$ cat config.mk
export PLATFORM = sky130hd
export DESIGN_NAME = atf_adc_timing
export DESIGN_NICKNAME = d
export VERILOG_FILES = /design/src/design/atf_adc_timing.v /design/src/design/atf_tick_counter.v
export VERILOG_INCLUDE_DIRS = /design/src /design/src/include
export SDC_FILE = /design/constraint.sdc
export NUM_CORES = 1
export LEC_CHECK = 0
export ABC_AREA = 1
export BUFFER_PORTS_ARGS = -buffer_cell sky130_fd_sc_hd__buf_2
export CORE_ASPECT_RATIO = 1.1
export CORE_MARGIN = 2
export CORE_UTILIZATION = 35
export CTS_BUF_LIST = sky130_fd_sc_hd__clkbuf_8
export DETAILED_ROUTE_END_ITERATION = 12
export PLACE_DENSITY_LB_ADDON = 0.25
export SLEW_MARGIN = 25
export SYNTH_ARGS = -nofsm -noshare
export SYNTH_HDL_FRONTEND = slang
export SYNTH_SLANG_ARGS = --single-unit
$ cat constraint.sdc
create_clock -name clk -period 2.3 [get_ports clk]
set_input_delay 0.46 -clock clk [delete_from_list [all_inputs] [get_ports clk]]
set_output_delay 0.46 -clock clk [all_outputs]
set_load 0.05 [all_outputs]
$ cat src/include/atf_defines.vh
// register offsets, field layouts, reset values and timing counts for the adc timing block
`ifndef ATF_DEFINES_VH
`define ATF_DEFINES_VH
// register word addresses (one register per word, data in low byte)
`define ATF_OFS_ACQ_LOW    4'h0
`define ATF_OFS_ACQ_HIGH   4'h1
`define ATF_OFS_CAP        4'h2
`define ATF_OFS_RPT        4'h3
`define ATF_OFS_CNT        4'h4
`define ATF_OFS_FLT_HIGH   4'h5
`define ATF_OFS_FLT_LOW    4'h6
`define ATF_OFS_RES_HIGH   4'h7
`define ATF_OFS_RES_LOW    4'h8
`define ATF_OFS_PRE_LOW    4'h9
`define ATF_OFS_PRE_HIGH   4'hA
`define ATF_OFS_CTRL       4'hB
`define ATF_OFS_STATUS     4'hC
// field widths and positions
`define ATF_ACQ_W          13
`define ATF_CAP_W          5
`define ATF_CTRL_JUSTIFY   0
`define ATF_CTRL_RCSEL     1
`define ATF_CTRL_CONV_REQ  2
// reset values
`define ATF_RST_BYTE       8'h00
// acquisition length when the setting is zero but charge setup is nonzero
`define ATF_ACQ_DEFAULT    14'h2000
// computation modes
`define ATF_MODE_BASIC     3'h0
`define ATF_MODE_ACCUM     3'h1
`define ATF_MODE_AVG       3'h2
`define ATF_MODE_BURST     3'h3
`define ATF_MODE_LPF       3'h4
`endif

$ cat src/design/atf_adc_timing.v
// acquisition timing, sample load, repeat tally, filter output and result registers
// Overview of operation
// - 13-bit sample-share time sets acquisition length
// - both settings zero skips acquisition entirely
// - zero setting, nonzero setup gives 8192 cycles
// - load code n adds n picofarads
// - threshold count decides triggers before check
// - tally counts triggers in average, burst and low-pass modes, compared with threshold
// - filter output is running sum shifted right
// - low-pass mode loads filter with lowpass result
// - left justify puts bits 11:4 high byte
// - left justify puts bits 3:0 low nibble-high
// - sample-share high byte bits 7:5 read zero
// - right justify puts bits 11:8, 7:0
// - clock select picks divided oscillator or rc
//
// Register access over Avalon-MM and the register offsets were chosen for this implementation.
`timescale 1ns/100ps
`include "atf_defines.vh"
module atf_adc_timing (
  input  wire        clk,
  input  wire        reset_n,
  // avalon-mm slave
  input  wire [3:0]  avs_address,
  input  wire        avs_read,
  input  wire        avs_write,
  input  wire [31:0] avs_writedata,
  output reg  [31:0] avs_readdata,
  output reg         avs_waitrequest,
  // timing sources
  input  wire        sys_div_tick,
  input  wire        dedicated_rc_oscillator,
  // computation side
  input  wire        conv_trigger,
  input  wire [2:0]  computation_mode,
  input  wire [17:0] running_sum,
  input  wire [2:0]  shift_amount,
  input  wire [15:0] lowpass_computation,
  input  wire        filter_update,
  input  wire        conv_valid,
  input  wire [11:0] conv_value_in,
  // outputs to the analogue side
  output reg  [30:0] extra_sampling_load_q,
  output reg         acq_active_q,
  output reg         convert_start_q,
  output reg         threshold_check_q
);
  // software-held settings; 13-bit fields are written a byte at a time,
  // so a phase started between the two writes runs with a mixed value;
  // software should update both bytes while no conversion is pending
  reg [12:0] sample_share_setting_q; // acquisition length
  reg [12:0] charge_setup_duration_q; // precharge length
  reg [4:0]  extra_sampling_load_code_q; // extra cap code
  reg [7:0]  trigger_threshold_count_q; // repeat threshold
  reg [7:0]  trigger_tally_count_q; // repeat tally
  reg [15:0] filter_output_q; // signed filter output
  reg [11:0] conversion_value_q; // last result
  reg        justify_select_q; // 0 left, 1 right
  reg        rc_select_q; // 0 divided osc, 1 rc
  reg        conv_req_q; // software conversion request pulse

  // phase machine, one-hot; the code is also the status readback, so
  // software sees idle, setup, acquire or convert as a single set bit
  // a trigger that arrives outside idle is dropped, not queued: the
  // analogue side cannot take a second sample in the middle of a cycle
  // the default branch recovers an illegal code to idle with the
  // acquisition switch open
  localparam [3:0] ST_IDLE = 4'b0001;
  localparam [3:0] ST_PRE  = 4'b0010;
  localparam [3:0] ST_ACQ  = 4'b0100;
  localparam [3:0] ST_CONV = 4'b1000;
  reg [3:0] state_q;

  reg        rc_meta_q; // first stage of rc sampler, read only by rc_sync_q
  reg        rc_sync_q;
  reg        rc_prev_q;
  wire       rc_tick;
  wire       sel_tick;
  reg        cnt_load;
  reg [13:0] cnt_value;
  wire       cnt_busy;
  wire       cnt_done;
  wire       bus_req;
  wire       wr_hit;
  wire       avg_mode;
  wire [17:0] shifted_sum;
  wire       start;
  reg [7:0]  rd_byte;

  // rc oscillator is asynchronous; two flops then an edge detect on the second
  // the edge is seen three clocks late, which moves the phase but never
  // shortens it; the rc source must stay well below half the clock rate
  // or edges will be lost and the phase will stretch
  always @(posedge clk or negedge reset_n) begin
    if (!reset_n) begin
      rc_meta_q <= 1'b0;
      rc_sync_q <= 1'b0;
      rc_prev_q <= 1'b0;
    end else begin
      rc_meta_q <= dedicated_rc_oscillator;
      rc_sync_q <= rc_meta_q;
      rc_prev_q <= rc_sync_q;
    end
  end
  assign rc_tick  = rc_sync_q & ~rc_prev_q;
  assign sel_tick = rc_select_q ? rc_tick : sys_div_tick;

  // single-cycle bus answer: waitrequest drops the cycle after a request
  // a request is taken only while waitrequest is high, so a held strobe is
  // answered once; writes land at the edge that sees waitrequest low
  // the tally counts only in the modes that compare against the threshold
  // a software conversion request starts a cycle just like a pin trigger
  assign bus_req = (avs_read | avs_write) & avs_waitrequest;
  assign wr_hit  = avs_write & ~avs_waitrequest;
  assign avg_mode = (computation_mode == `ATF_MODE_AVG) ||
                    (computation_mode == `ATF_MODE_BURST) ||
                    (computation_mode == `ATF_MODE_LPF);
  assign start = conv_trigger | conv_req_q;
  assign shifted_sum = $signed(running_sum) >>> shift_amount;

  // shared down counter serves both precharge and acquisition phases
  // the two phases never overlap, so one counter saves a second 14-bit
  // register; the extra top bit holds the 8192 default, one past the field
  atf_tick_counter u_counter (
    .clk        (clk),
    .reset_n    (reset_n),
    .load       (cnt_load),
    .load_value (cnt_value),
    .tick       (sel_tick),
    .busy_q     (cnt_busy),
    .done_q     (cnt_done)
  );

  // decide phase loads; acquisition value with its zero-case exceptions
  // a zero precharge skips straight to acquisition; a zero acquisition
  // with no precharge leaves the counter unloaded and the phase out
  always @* begin
    cnt_load  = 1'b0;
    cnt_value = 14'h0000;
    case (state_q)
      ST_IDLE: begin
        if (start && charge_setup_duration_q != 13'h0000) begin
          cnt_load  = 1'b1;
          cnt_value = {1'b0, charge_setup_duration_q};
        end else if (start && sample_share_setting_q != 13'h0000) begin
          cnt_load  = 1'b1;
          cnt_value = {1'b0, sample_share_setting_q};
        end
      end
      ST_PRE: begin
        if (cnt_done) begin
          cnt_load  = 1'b1;
          // zero setting after a precharge means the long default
          cnt_value = (sample_share_setting_q == 13'h0000) ?
                      `ATF_ACQ_DEFAULT : {1'b0, sample_share_setting_q};
        end
      end
      default: begin
        cnt_load  = 1'b0;
        cnt_value = 14'h0000;
      end
    endcase
  end

  // precharge, then acquisition, then a one-cycle convert start
  // acq_active_q rises with the counter load and falls the cycle after the
  // last tick, so the analogue switch stays closed for the whole count
  // the convert start follows one cycle later, giving the sample a clock
  // to settle before conversion begins
  always @(posedge clk or negedge reset_n) begin
    if (!reset_n) begin
      state_q         <= ST_IDLE;
      acq_active_q    <= 1'b0;
      convert_start_q <= 1'b0;
    end else begin
      convert_start_q <= 1'b0;
      case (state_q)
        ST_IDLE: begin
          if (start) begin
            if (charge_setup_duration_q != 13'h0000) begin
              state_q <= ST_PRE;
            end else if (sample_share_setting_q != 13'h0000) begin
              state_q      <= ST_ACQ;
              acq_active_q <= 1'b1;
            end else begin
              state_q <= ST_CONV;
            end
          end
        end
        ST_PRE: begin
          if (cnt_done) begin
            state_q      <= ST_ACQ;
            acq_active_q <= 1'b1;
          end
        end
        ST_ACQ: begin
          if (cnt_done) begin
            state_q      <= ST_CONV;
            acq_active_q <= 1'b0;
          end
        end
        ST_CONV: begin
          convert_start_q <= 1'b1;
          state_q         <= ST_IDLE;
        end
        default: begin
          state_q      <= ST_IDLE;
          acq_active_q <= 1'b0;
        end
      endcase
    end
  end

  // thermometer decode of extra capacitance: code n enables n 1 pF units
  // each output bit switches one unit, so any code turns on the lowest n;
  // a change of code therefore moves only the bits between old and new
  always @(posedge clk or negedge reset_n) begin
    if (!reset_n) begin
      extra_sampling_load_q <= 31'h00000000;
    end else begin
      extra_sampling_load_q <= ~(31'h7FFFFFFF << extra_sampling_load_code_q);
    end
  end

  // register writes, tally, filter and result capture
  // hardware events beat software writes in the same cycle: a trigger
  // steps the tally and a fresh conversion replaces the result, since
  // losing a sample would be worse than losing a stale write
  // the threshold compare uses the stepped value so the check lines up
  // with the trigger that reaches the count; the tally wraps past 255
  always @(posedge clk or negedge reset_n) begin
    if (!reset_n) begin
      sample_share_setting_q     <= 13'h0000;
      charge_setup_duration_q    <= 13'h0000;
      extra_sampling_load_code_q <= 5'h00;
      trigger_threshold_count_q  <= `ATF_RST_BYTE;
      trigger_tally_count_q      <= `ATF_RST_BYTE;
      filter_output_q            <= 16'h0000;
      conversion_value_q         <= 12'h000;
      justify_select_q           <= 1'b0;
      rc_select_q                <= 1'b0;
      conv_req_q                 <= 1'b0;
      threshold_check_q          <= 1'b0;
    end else begin
      conv_req_q        <= 1'b0;
      threshold_check_q <= 1'b0;
      // hardware tally step; a same-cycle software write is overridden below
      if (conv_trigger && avg_mode) begin
        trigger_tally_count_q <= trigger_tally_count_q + 8'h01;
        if (trigger_tally_count_q + 8'h01 >= trigger_threshold_count_q) begin
          threshold_check_q <= 1'b1;
        end
      end else if (wr_hit && avs_address == `ATF_OFS_CNT) begin
        trigger_tally_count_q <= avs_writedata[7:0];
      end
      // the running sum is 18 bits; shifts below two lose its top bits,
      // so software must pick a shift that fits the sum into 16 bits
      if (filter_update) begin
        if (computation_mode == `ATF_MODE_LPF) begin
          filter_output_q <= lowpass_computation;
        end else begin
          filter_output_q <= shifted_sum[15:0];
        end
      end
      // result registers are writable but a fresh conversion wins
      if (conv_valid) begin
        conversion_value_q <= conv_value_in;
      end else if (wr_hit && avs_address == `ATF_OFS_RES_HIGH) begin
        if (justify_select_q) begin
          conversion_value_q[11:8] <= avs_writedata[3:0];
        end else begin
          conversion_value_q[11:4] <= avs_writedata[7:0];
        end
      end else if (wr_hit && avs_address == `ATF_OFS_RES_LOW) begin
        if (justify_select_q) begin
          conversion_value_q[7:0] <= avs_writedata[7:0];
        end else begin
          conversion_value_q[3:0] <= avs_writedata[7:4];
        end
      end
      if (wr_hit) begin
        case (avs_address)
          `ATF_OFS_ACQ_LOW:  sample_share_setting_q[7:0]  <= avs_writedata[7:0];
          `ATF_OFS_ACQ_HIGH: sample_share_setting_q[12:8] <= avs_writedata[4:0];
          `ATF_OFS_CAP:      extra_sampling_load_code_q    <= avs_writedata[4:0];
          `ATF_OFS_RPT:      trigger_threshold_count_q     <= avs_writedata[7:0];
          `ATF_OFS_PRE_LOW:  charge_setup_duration_q[7:0]  <= avs_writedata[7:0];
          `ATF_OFS_PRE_HIGH: charge_setup_duration_q[12:8] <= avs_writedata[4:0];
          `ATF_OFS_CTRL: begin
            justify_select_q <= avs_writedata[`ATF_CTRL_JUSTIFY];
            rc_select_q      <= avs_writedata[`ATF_CTRL_RCSEL];
            conv_req_q       <= avs_writedata[`ATF_CTRL_CONV_REQ];
          end
          default: begin
            conv_req_q <= 1'b0; // unmapped or read-only: write ignored; tally and result offsets land here too but are written above
          end
        endcase
      end
    end
  end

  // read mux, result bytes formatted by justification
  // unimplemented and reserved bits read zero; the result bytes are
  // packed on the fly, so changing justification reformats an old result
  always @* begin
    case (avs_address)
      `ATF_OFS_ACQ_LOW:  rd_byte = sample_share_setting_q[7:0];
      `ATF_OFS_ACQ_HIGH: rd_byte = {3'h0, sample_share_setting_q[12:8]};
      `ATF_OFS_CAP:      rd_byte = {3'h0, extra_sampling_load_code_q};
      `ATF_OFS_RPT:      rd_byte = trigger_threshold_count_q;
      `ATF_OFS_CNT:      rd_byte = trigger_tally_count_q;
      `ATF_OFS_FLT_HIGH: rd_byte = filter_output_q[15:8];
      `ATF_OFS_FLT_LOW:  rd_byte = filter_output_q[7:0];
      `ATF_OFS_RES_HIGH: rd_byte = justify_select_q ?
                                   {4'h0, conversion_value_q[11:8]} :
                                   conversion_value_q[11:4];
      `ATF_OFS_RES_LOW:  rd_byte = justify_select_q ?
                                   conversion_value_q[7:0] :
                                   {conversion_value_q[3:0], 4'h0};
      `ATF_OFS_PRE_LOW:  rd_byte = charge_setup_duration_q[7:0];
      `ATF_OFS_PRE_HIGH: rd_byte = {3'h0, charge_setup_duration_q[12:8]};
      `ATF_OFS_CTRL:     rd_byte = {6'h00, rc_select_q, justify_select_q};
      `ATF_OFS_STATUS:   rd_byte = {4'h0, state_q};
      default:           rd_byte = 8'h00;
    endcase
  end

  // waitrequest high at idle; one wait cycle, then answer with data
  // read data is registered with the answer and then held, so a slow
  // master may still sample it after waitrequest has risen again
  always @(posedge clk or negedge reset_n) begin
    if (!reset_n) begin
      avs_waitrequest <= 1'b1;
      avs_readdata    <= 32'h00000000;
    end else begin
      if (bus_req) begin
        avs_waitrequest <= 1'b0;
        avs_readdata    <= {24'h000000, rd_byte};
      end else begin
        avs_waitrequest <= 1'b1;
      end
    end
  end
endmodule // atf_adc_timing

$ cat src/design/atf_tick_counter.v
// down counter that counts ticks of the selected conversion clock
`timescale 1ns/100ps
module atf_tick_counter (
  input  wire        clk,
  input  wire        reset_n,
  input  wire        load,
  input  wire [13:0] load_value,
  input  wire        tick,
  output reg         busy_q,
  output reg         done_q
);
  reg [13:0] count_q; // cycles still to run

  // load starts a phase; each tick of the chosen clock takes one away
  always @(posedge clk or negedge reset_n) begin
    if (!reset_n) begin
      count_q <= 14'h0000;
      busy_q  <= 1'b0;
      done_q  <= 1'b0;
    end else begin
      done_q <= 1'b0;
      if (load) begin
        count_q <= load_value;
        busy_q  <= (load_value != 14'h0000);
        done_q  <= (load_value == 14'h0000);
      end else if (busy_q && tick) begin
        count_q <= count_q - 14'h0001;
        if (count_q == 14'h0001) begin
          busy_q <= 1'b0;
          done_q <= 1'b1;
        end
      end
    end
  end
endmodule // atf_tick_counter

==> reports/results.ini, run 1 <==
[yosys]
synth_cells=1159
ys_ff_latch=144
syn_area_per_cell_sq_um=7.14
synth_area_sq_um=8270
ys_warn_count=0
synth_seq_area_share_pct=43.6
synthDistinctLibCells=42

[timing]
fin_crit_sh_pct=87.5
tns_ns=0
hold_viol_final=0
slew_violations=0
slew_headroom_pct=63.2
fmax_mhz=497
clock_skew_ns=0.0117
rsz0062_at_grt=no
fin_crit_ns=2.01
worst_pin_slew_ns=0.551
finalSetupViolCount=0

[die]
initial_utilization_pct=35.3
die_area_sq_um=24900
die_h_um=165
num_io_pins=164
die_w_um=151
coreArea_sq_um=23400
placementRows=59

[final_layout]
drive_above_1_share_pct=14.4
syn2layout_area_growth_pct=15.3
fillers=2456
nNetsFinal=1387
layoutNonFillerInstCount=1597
mostFrequentLayoutCells=367 x nand2_1, 142 x dfrtp_1, 127 x o21ai_0, 124 x inv_1, 114 x buf_2
n_antenna_cell=0
final_util_pct=40.8
final_common_cell=nand2_1

[power_and_ir_drop]
worst_ir_drop_vdd_mv=0.334
report.power.total_mw=8.89
powerDensity_nw_per_um2=932
p_leak_nw=4.96

[job]
maxCapViolCount=0

[place]
routabilityCongestion=0.913
port_buffers=115
post-dp-hpwl_um=18100
placedCellCount=1564

[routing]
dr.pass1.iters=5
vias=7779
wl_per_cell_um=14.7
drc_errors=0
drt_wl_total_um=23400
drt_iter0_markers=479
vias_per_cell=4.87
drtAntennaViolNets=0

[setup_path]
r2r_end=threshold_check_q
end_kind=flop
r2r-start=trigger_tally_count_q[0]
r2r_cells=11
crit_chain=ha_1 > nand3_1 > nor3_2 > xor2_1 > ha_1 > nand2_1 > nor2_1 > nand4_1 > o2111ai_1 > nand2_1 > inv_1
cp-start-kind=flop
crit_slowest_cell=dfrtp_1
cp.arrival_ns=2.36
crit_required_ns=2.65
max_stage_delay_ns=0.45
critPathKind=flop to flop
reg2reg_slack_ns=0.29
cp_max_fo=6

[global_routing]
grt_max_degree=50
grt_overflow=0
grt_pass1_vias=7388
grt_usage_pct=19.4
antenna_found_initial=0
grt_pass1_wl_um=37600

[cts]
post_cts_buffers=0
cts_buffer_depth=2
htreeDepth=4
cts_root_buf=clkbuf_8
cts_made_buffers=17
cts_sinks=144
path_clk_slew_ns=0.08
insertion_delay_ns=0.46
cts_tree=built

[hold_path]
holdCritPathClass=input pin to flop
holdCritStartpoint=dedicated_rc_oscillator
hold_end=rc_meta_q
whs_path_depth=1

[status]
status=finished clean

[flip-flops by register name (all words and copies together), names as in the netlist, 4 cells and up]
signal and count:
trigger_tally_count_q 8, charge_setup_duration_q 13, trigger_threshold_count_q 8, avs_readdata 8, u_counter.count_q 14, sample_share_setting_q 13, conversion_value_q 12, filter_output_q 16
extra_sampling_load_code_q 5, state_q 4, extra_sampling_load_q 31
[critical path: cells and delay by family, from the launching register on]
kind	cells	cell delay, ns
AND/OR/NAND/NOR	6	0.59
adder cells (fa/ha/maj)	2	0.48
flip-flops	1	0.45
XOR/XNOR	1	0.22
AO/OA/AOI/OAI	1	0.12
buffers and inverters	1	0.04
[area by class of cell]
type                            instances  area, sq um  share of cell area (%)
Tap cell                              305          382                    4.00
Inverter                              127          477                    5.00
Timing Repair Buffer                  136          754                    7.91
Clock inverter                         13          114                    1.19
Clock buffer                           19          262                    2.74
Sequential cell                       144         3610                    37.8
Multi-Input combinational cell        853         3940                    41.3
[through the flow]
stage | setup slack, ns | hold WS (ns) | cell area [sq um]
2_1_floorplan | 0.500 | 0.164 | 8360
3_3_place_gp | 0.264 | 0.336 | 9150
3_5_place_dp | 0.247 | 0.336 | 9150
4_1_cts | 0.235 | 0.0858 | 9530
5_1_grt | 0.0448 | 0.0752 | 9540
6_report | 0.288 | 0.108 | 9540
[how the worst max path moves through the flow]
stage,cells after the start,slack (ns),endpoint,startpoint
finish,11,0.29,threshold_check_q,trigger_tally_count_q[0]
global route,14,0.04,threshold_check_q,trigger_tally_count_q[0]
CTS,11,0.23,threshold_check_q,trigger_tally_count_q[0]
detailed placement,11,0.25,threshold_check_q,trigger_tally_count_q[0]
global placement,11,0.26,threshold_check_q,trigger_tally_count_q[0]
floorplan,11,0.50,threshold_check_q,trigger_tally_count_q[0]
[metal layers]
layer  GRT usage [%]  share of wire (%)
met1            24.9                 44
met2            32.3                 48
met3            3.60                4.4
met5               0                  0
met4            7.80                3.1
[kinds of logic (layout without fill, tap and decap cells)]
logic type / Yosys count / after routing / share of synthesized area, %
AO/OA/AOI/OAI: 216 / 216 / 14.4
flip-flops: 144 / 144 / 43.6
AND/OR/NAND/NOR: 594 / 594 / 29.6
XOR/XNOR: 8 / 8 / 0.847
other: 1 / 24 / 0.0453
adder cells (fa/ha/maj): 11 / 11 / 1.66
buffers and inverters: 185 / 295 / 9.83
[where the power goes]
part / switching [mW] / total, mW / internal [mW]
clock: 1.01 / 1.92 / 0.912
combinational: 2.33 / 3.35 / 1.02
sequential: 0.512 / 3.62 / 3.11
[cell usage after synthesis (all sizes together)]
| cell | count | area (sq um) |
|---|---|---|
| o2111ai | 2 | 17.5 |
| o22ai | 11 | 68.8 |
| o21bai | 1 | 7.51 |
| nand2 | 369 | 1400 |
| conb | 1 | 3.75 |
| a21oi | 41 | 205 |
| nor3 | 4 | 20.0 |
| nand4 | 15 | 93.8 |
| a21boi | 1 | 7.51 |
| a31oi | 9 | 56.3 |
| dfrtp | 142 | 3550 |
| o211a | 1 | 10.0 |
| nor4 | 2 | 12.5 |
| ha | 11 | 138 |
| a22oi | 5 | 37.5 |
| nor2 | 120 | 493 |
| clkinv | 2 | 7.51 |
| inv | 125 | 469 |
| xor2 | 8 | 70.1 |
| and3 | 1 | 6.26 |
| o21ai | 130 | 666 |
| o2bb2ai | 2 | 17.5 |
| o311ai | 1 | 8.76 |
| nand3b | 2 | 15.0 |
| buf | 39 | 265 |
| o211ai | 12 | 90.1 |
| dfstp | 2 | 52.6 |
| or2 | 5 | 31.3 |
| clkbuf | 19 | 71.3 |
| nand3 | 76 | 380 |
[repair_timing]
| item | CTS | global route |
|---|---|---|
| endpoints found under the hold margin | 45 | 0 |
| hold buffers | 1 | 0 |
| resized for setup | 0 | 1 |
| endpoints found under the setup margin | 0 | 1 |
Power figures use the tool's default switching activity.
==> run 2: changes to the inputs <==
- CTS_BUF_LIST: sky130_fd_sc_hd__clkbuf_8 -> sky130_fd_sc_hd__clkbuf_8 sky130_fd_sc_hd__clkbuf_16
==> reports/results.ini, run 2 (synthesized netlist as in run 1, its figures left out) <==
[routing]
drt_iter0_markers=574
drtAntennaViolNets=0
drt_wl_total_um=23500
drc_errors=0
wl_per_cell_um=14.7
vias=7819
vias_per_cell=4.90
dr.pass1.iters=5

[job]
maxCapViolCount=0

[place]
routabilityCongestion=0.913
dp_slack_ns=0.247
port_buffers=115
post-dp-hpwl_um=18100
placed_area_sq_um=9150

[timing]
fin_crit_sh_pct=88.7
tns_ns=0
slew_headroom_pct=64.1
slew_violations=0
hold_viol_final=0
setup_ws_ns=0.260
rsz0062_at_grt=no
worst_pin_slew_ns=0.538
finalSetupViolCount=0
fmax_mhz=490
fin_crit_ns=2.04
clock_skew_ns=0.00773

[cts]
cts_root_buf=clkbuf_16
cts_tree=built
path_clk_slew_ns=0.06
insertion_delay_ns=0.42
cts_repair_resize_count=0
cts_buffer_depth=2
post_cts_buffers=0
cts_made_buffers=17
cts_sinks=144
htreeDepth=4

[final_layout]
top_regs=extra_sampling_load_q (31), filter_output_q (16), u_counter.count_q (14)
largest_reg_flops=31
final_cell_area_sq_um=9720
final_common_cell=nand2_1
n_antenna_cell=0
fillers=2434
mostFrequentLayoutCells=367 x nand2_1, 142 x dfrtp_1, 127 x o21ai_0, 124 x inv_1, 114 x buf_2
nNetsFinal=1387
syn2layout_area_growth_pct=17.6
drive_above_1_share_pct=14.3
largest-register=extra_sampling_load_q

[power_and_ir_drop]
report.power.total_mw=9.62
powerDensity_nw_per_um2=990
p_leak_nw=5.05
worst_ir_drop_vdd_mv=0.521

[setup_path]
path_buf_inv=1
cp_max_fo=6
crit_slowest_cell=dfrtp_1
critPathTopFamily=simple AND/OR/NAND/NOR gates
cp-start-kind=flop
critPathKind=flop to flop
crit_required_ns=2.61
cp.arrival_ns=2.35
end_kind=flop
crit_chain=ha_1 > nand3_1 > nor3_1 > xor2_1 > ha_1 > nand2_1 > nor2_1 > nand4_1 > o2111ai_1 > nand2_1 > inv_1
max_stage_delay_ns=0.45

[die]
die_h_um=165
placementRows=59
initial_utilization_pct=35.3
die_area_sq_um=24900
die_w_um=151
coreArea_sq_um=23400
num_io_pins=164

[global_routing]
grt_pass1_vias=7443
grt_max_degree=50
grt_overflow=0
grt_pass1_wl_um=37800
grt_usage_pct=19.5
antenna_found_initial=0

[hold_path]
holdCritPathClass=input pin to flop

[status]
status=finished clean

==> run 2: cell types whose count changed in the layout (fill, tap and decap cells not counted) <==
| cell | change |
|---|---|
| clkbuf_8 | -17 |
| nor3_2 | -1 |
| clkbuf_16 | +17 |
| nor3_1 | +1 |
==> run 2: final cells by class <==
type                            count  area, sq um  area share [%]
Inverter                          127          477            4.90
Timing Repair Buffer              136          754            7.76
Tap cell                          305          382            3.92
Clock inverter                     13          114            1.17
Multi-Input combinational cell    853         3940            40.5
Sequential cell                   144         3610            37.1
Clock buffer                       19          453            4.66
==> run 2: report_power, final <==
| group | switching (mW) | total, mW | internal [mW] | leakage [nW] |
|---|---|---|---|---|
| Sequential | 0.512 | 3.62 | 3.11 | 1.81 |
| Clock | 1.10 | 2.65 | 1.55 | 0.279 |
| Combinational | 2.33 | 3.35 | 1.02 | 2.96 |
==> run 2: worst register-to-register path: stages (launching register included) <==
cell and delay [ns]:
dfrtp_1 0.45, ha_1 0.22, nand3_1 0.12, nor3_1 0.19, xor2_1 0.23, ha_1 0.26
nand2_1 0.09, nor2_1 0.06, nand4_1 0.06, o2111ai_1 0.12, nand2_1 0.08, inv_1 0.04
==> run 2: stage by stage <==
step,util (%),hold slack [ns],std cells
floorplan,-,0.164,1182
global placement,39.1,0.336,1564
detailed placement,39.1,0.336,1564
CTS,41.5,0.128,1597
global route,41.5,0.126,1597
finish,41.5,0.148,1597
==> run 2: layer usage <==
layer  vias up  global-route usage [%]  share of wire, %
met2       213                    32.5                48
met3        43                    3.71               4.4
met1      3622                    25.0                44
li1       3941                       -                 -
met5         -                       0                 0
met4         0                    7.85               3.1
==> run 2: final timing paths <==
kind,from,to,slack (ns),cells past startpoint
worst max-delay path,trigger_tally_count_q[0],threshold_check_q,0.26,11
worst min-delay path,dedicated_rc_oscillator,rc_meta_q,0.15,1
worst max register to register,trigger_tally_count_q[0],threshold_check_q,0.26,11
worst min register to register,rc_meta_q,rc_sync_q,0.34,0
max in group asynchronous,reset_n,charge_setup_duration_q[0],1.09,3
min in group asynchronous,reset_n,extra_sampling_load_q[29],0.53,2
==> run 2: what timing repair did <==
| action | in CTS | in global routing |
|---|---|---|
| hold buffers | 1 | 0 |
| hold endpoints to repair | 40 | 0 |
| endpoints found under the setup margin | 0 | 0 |
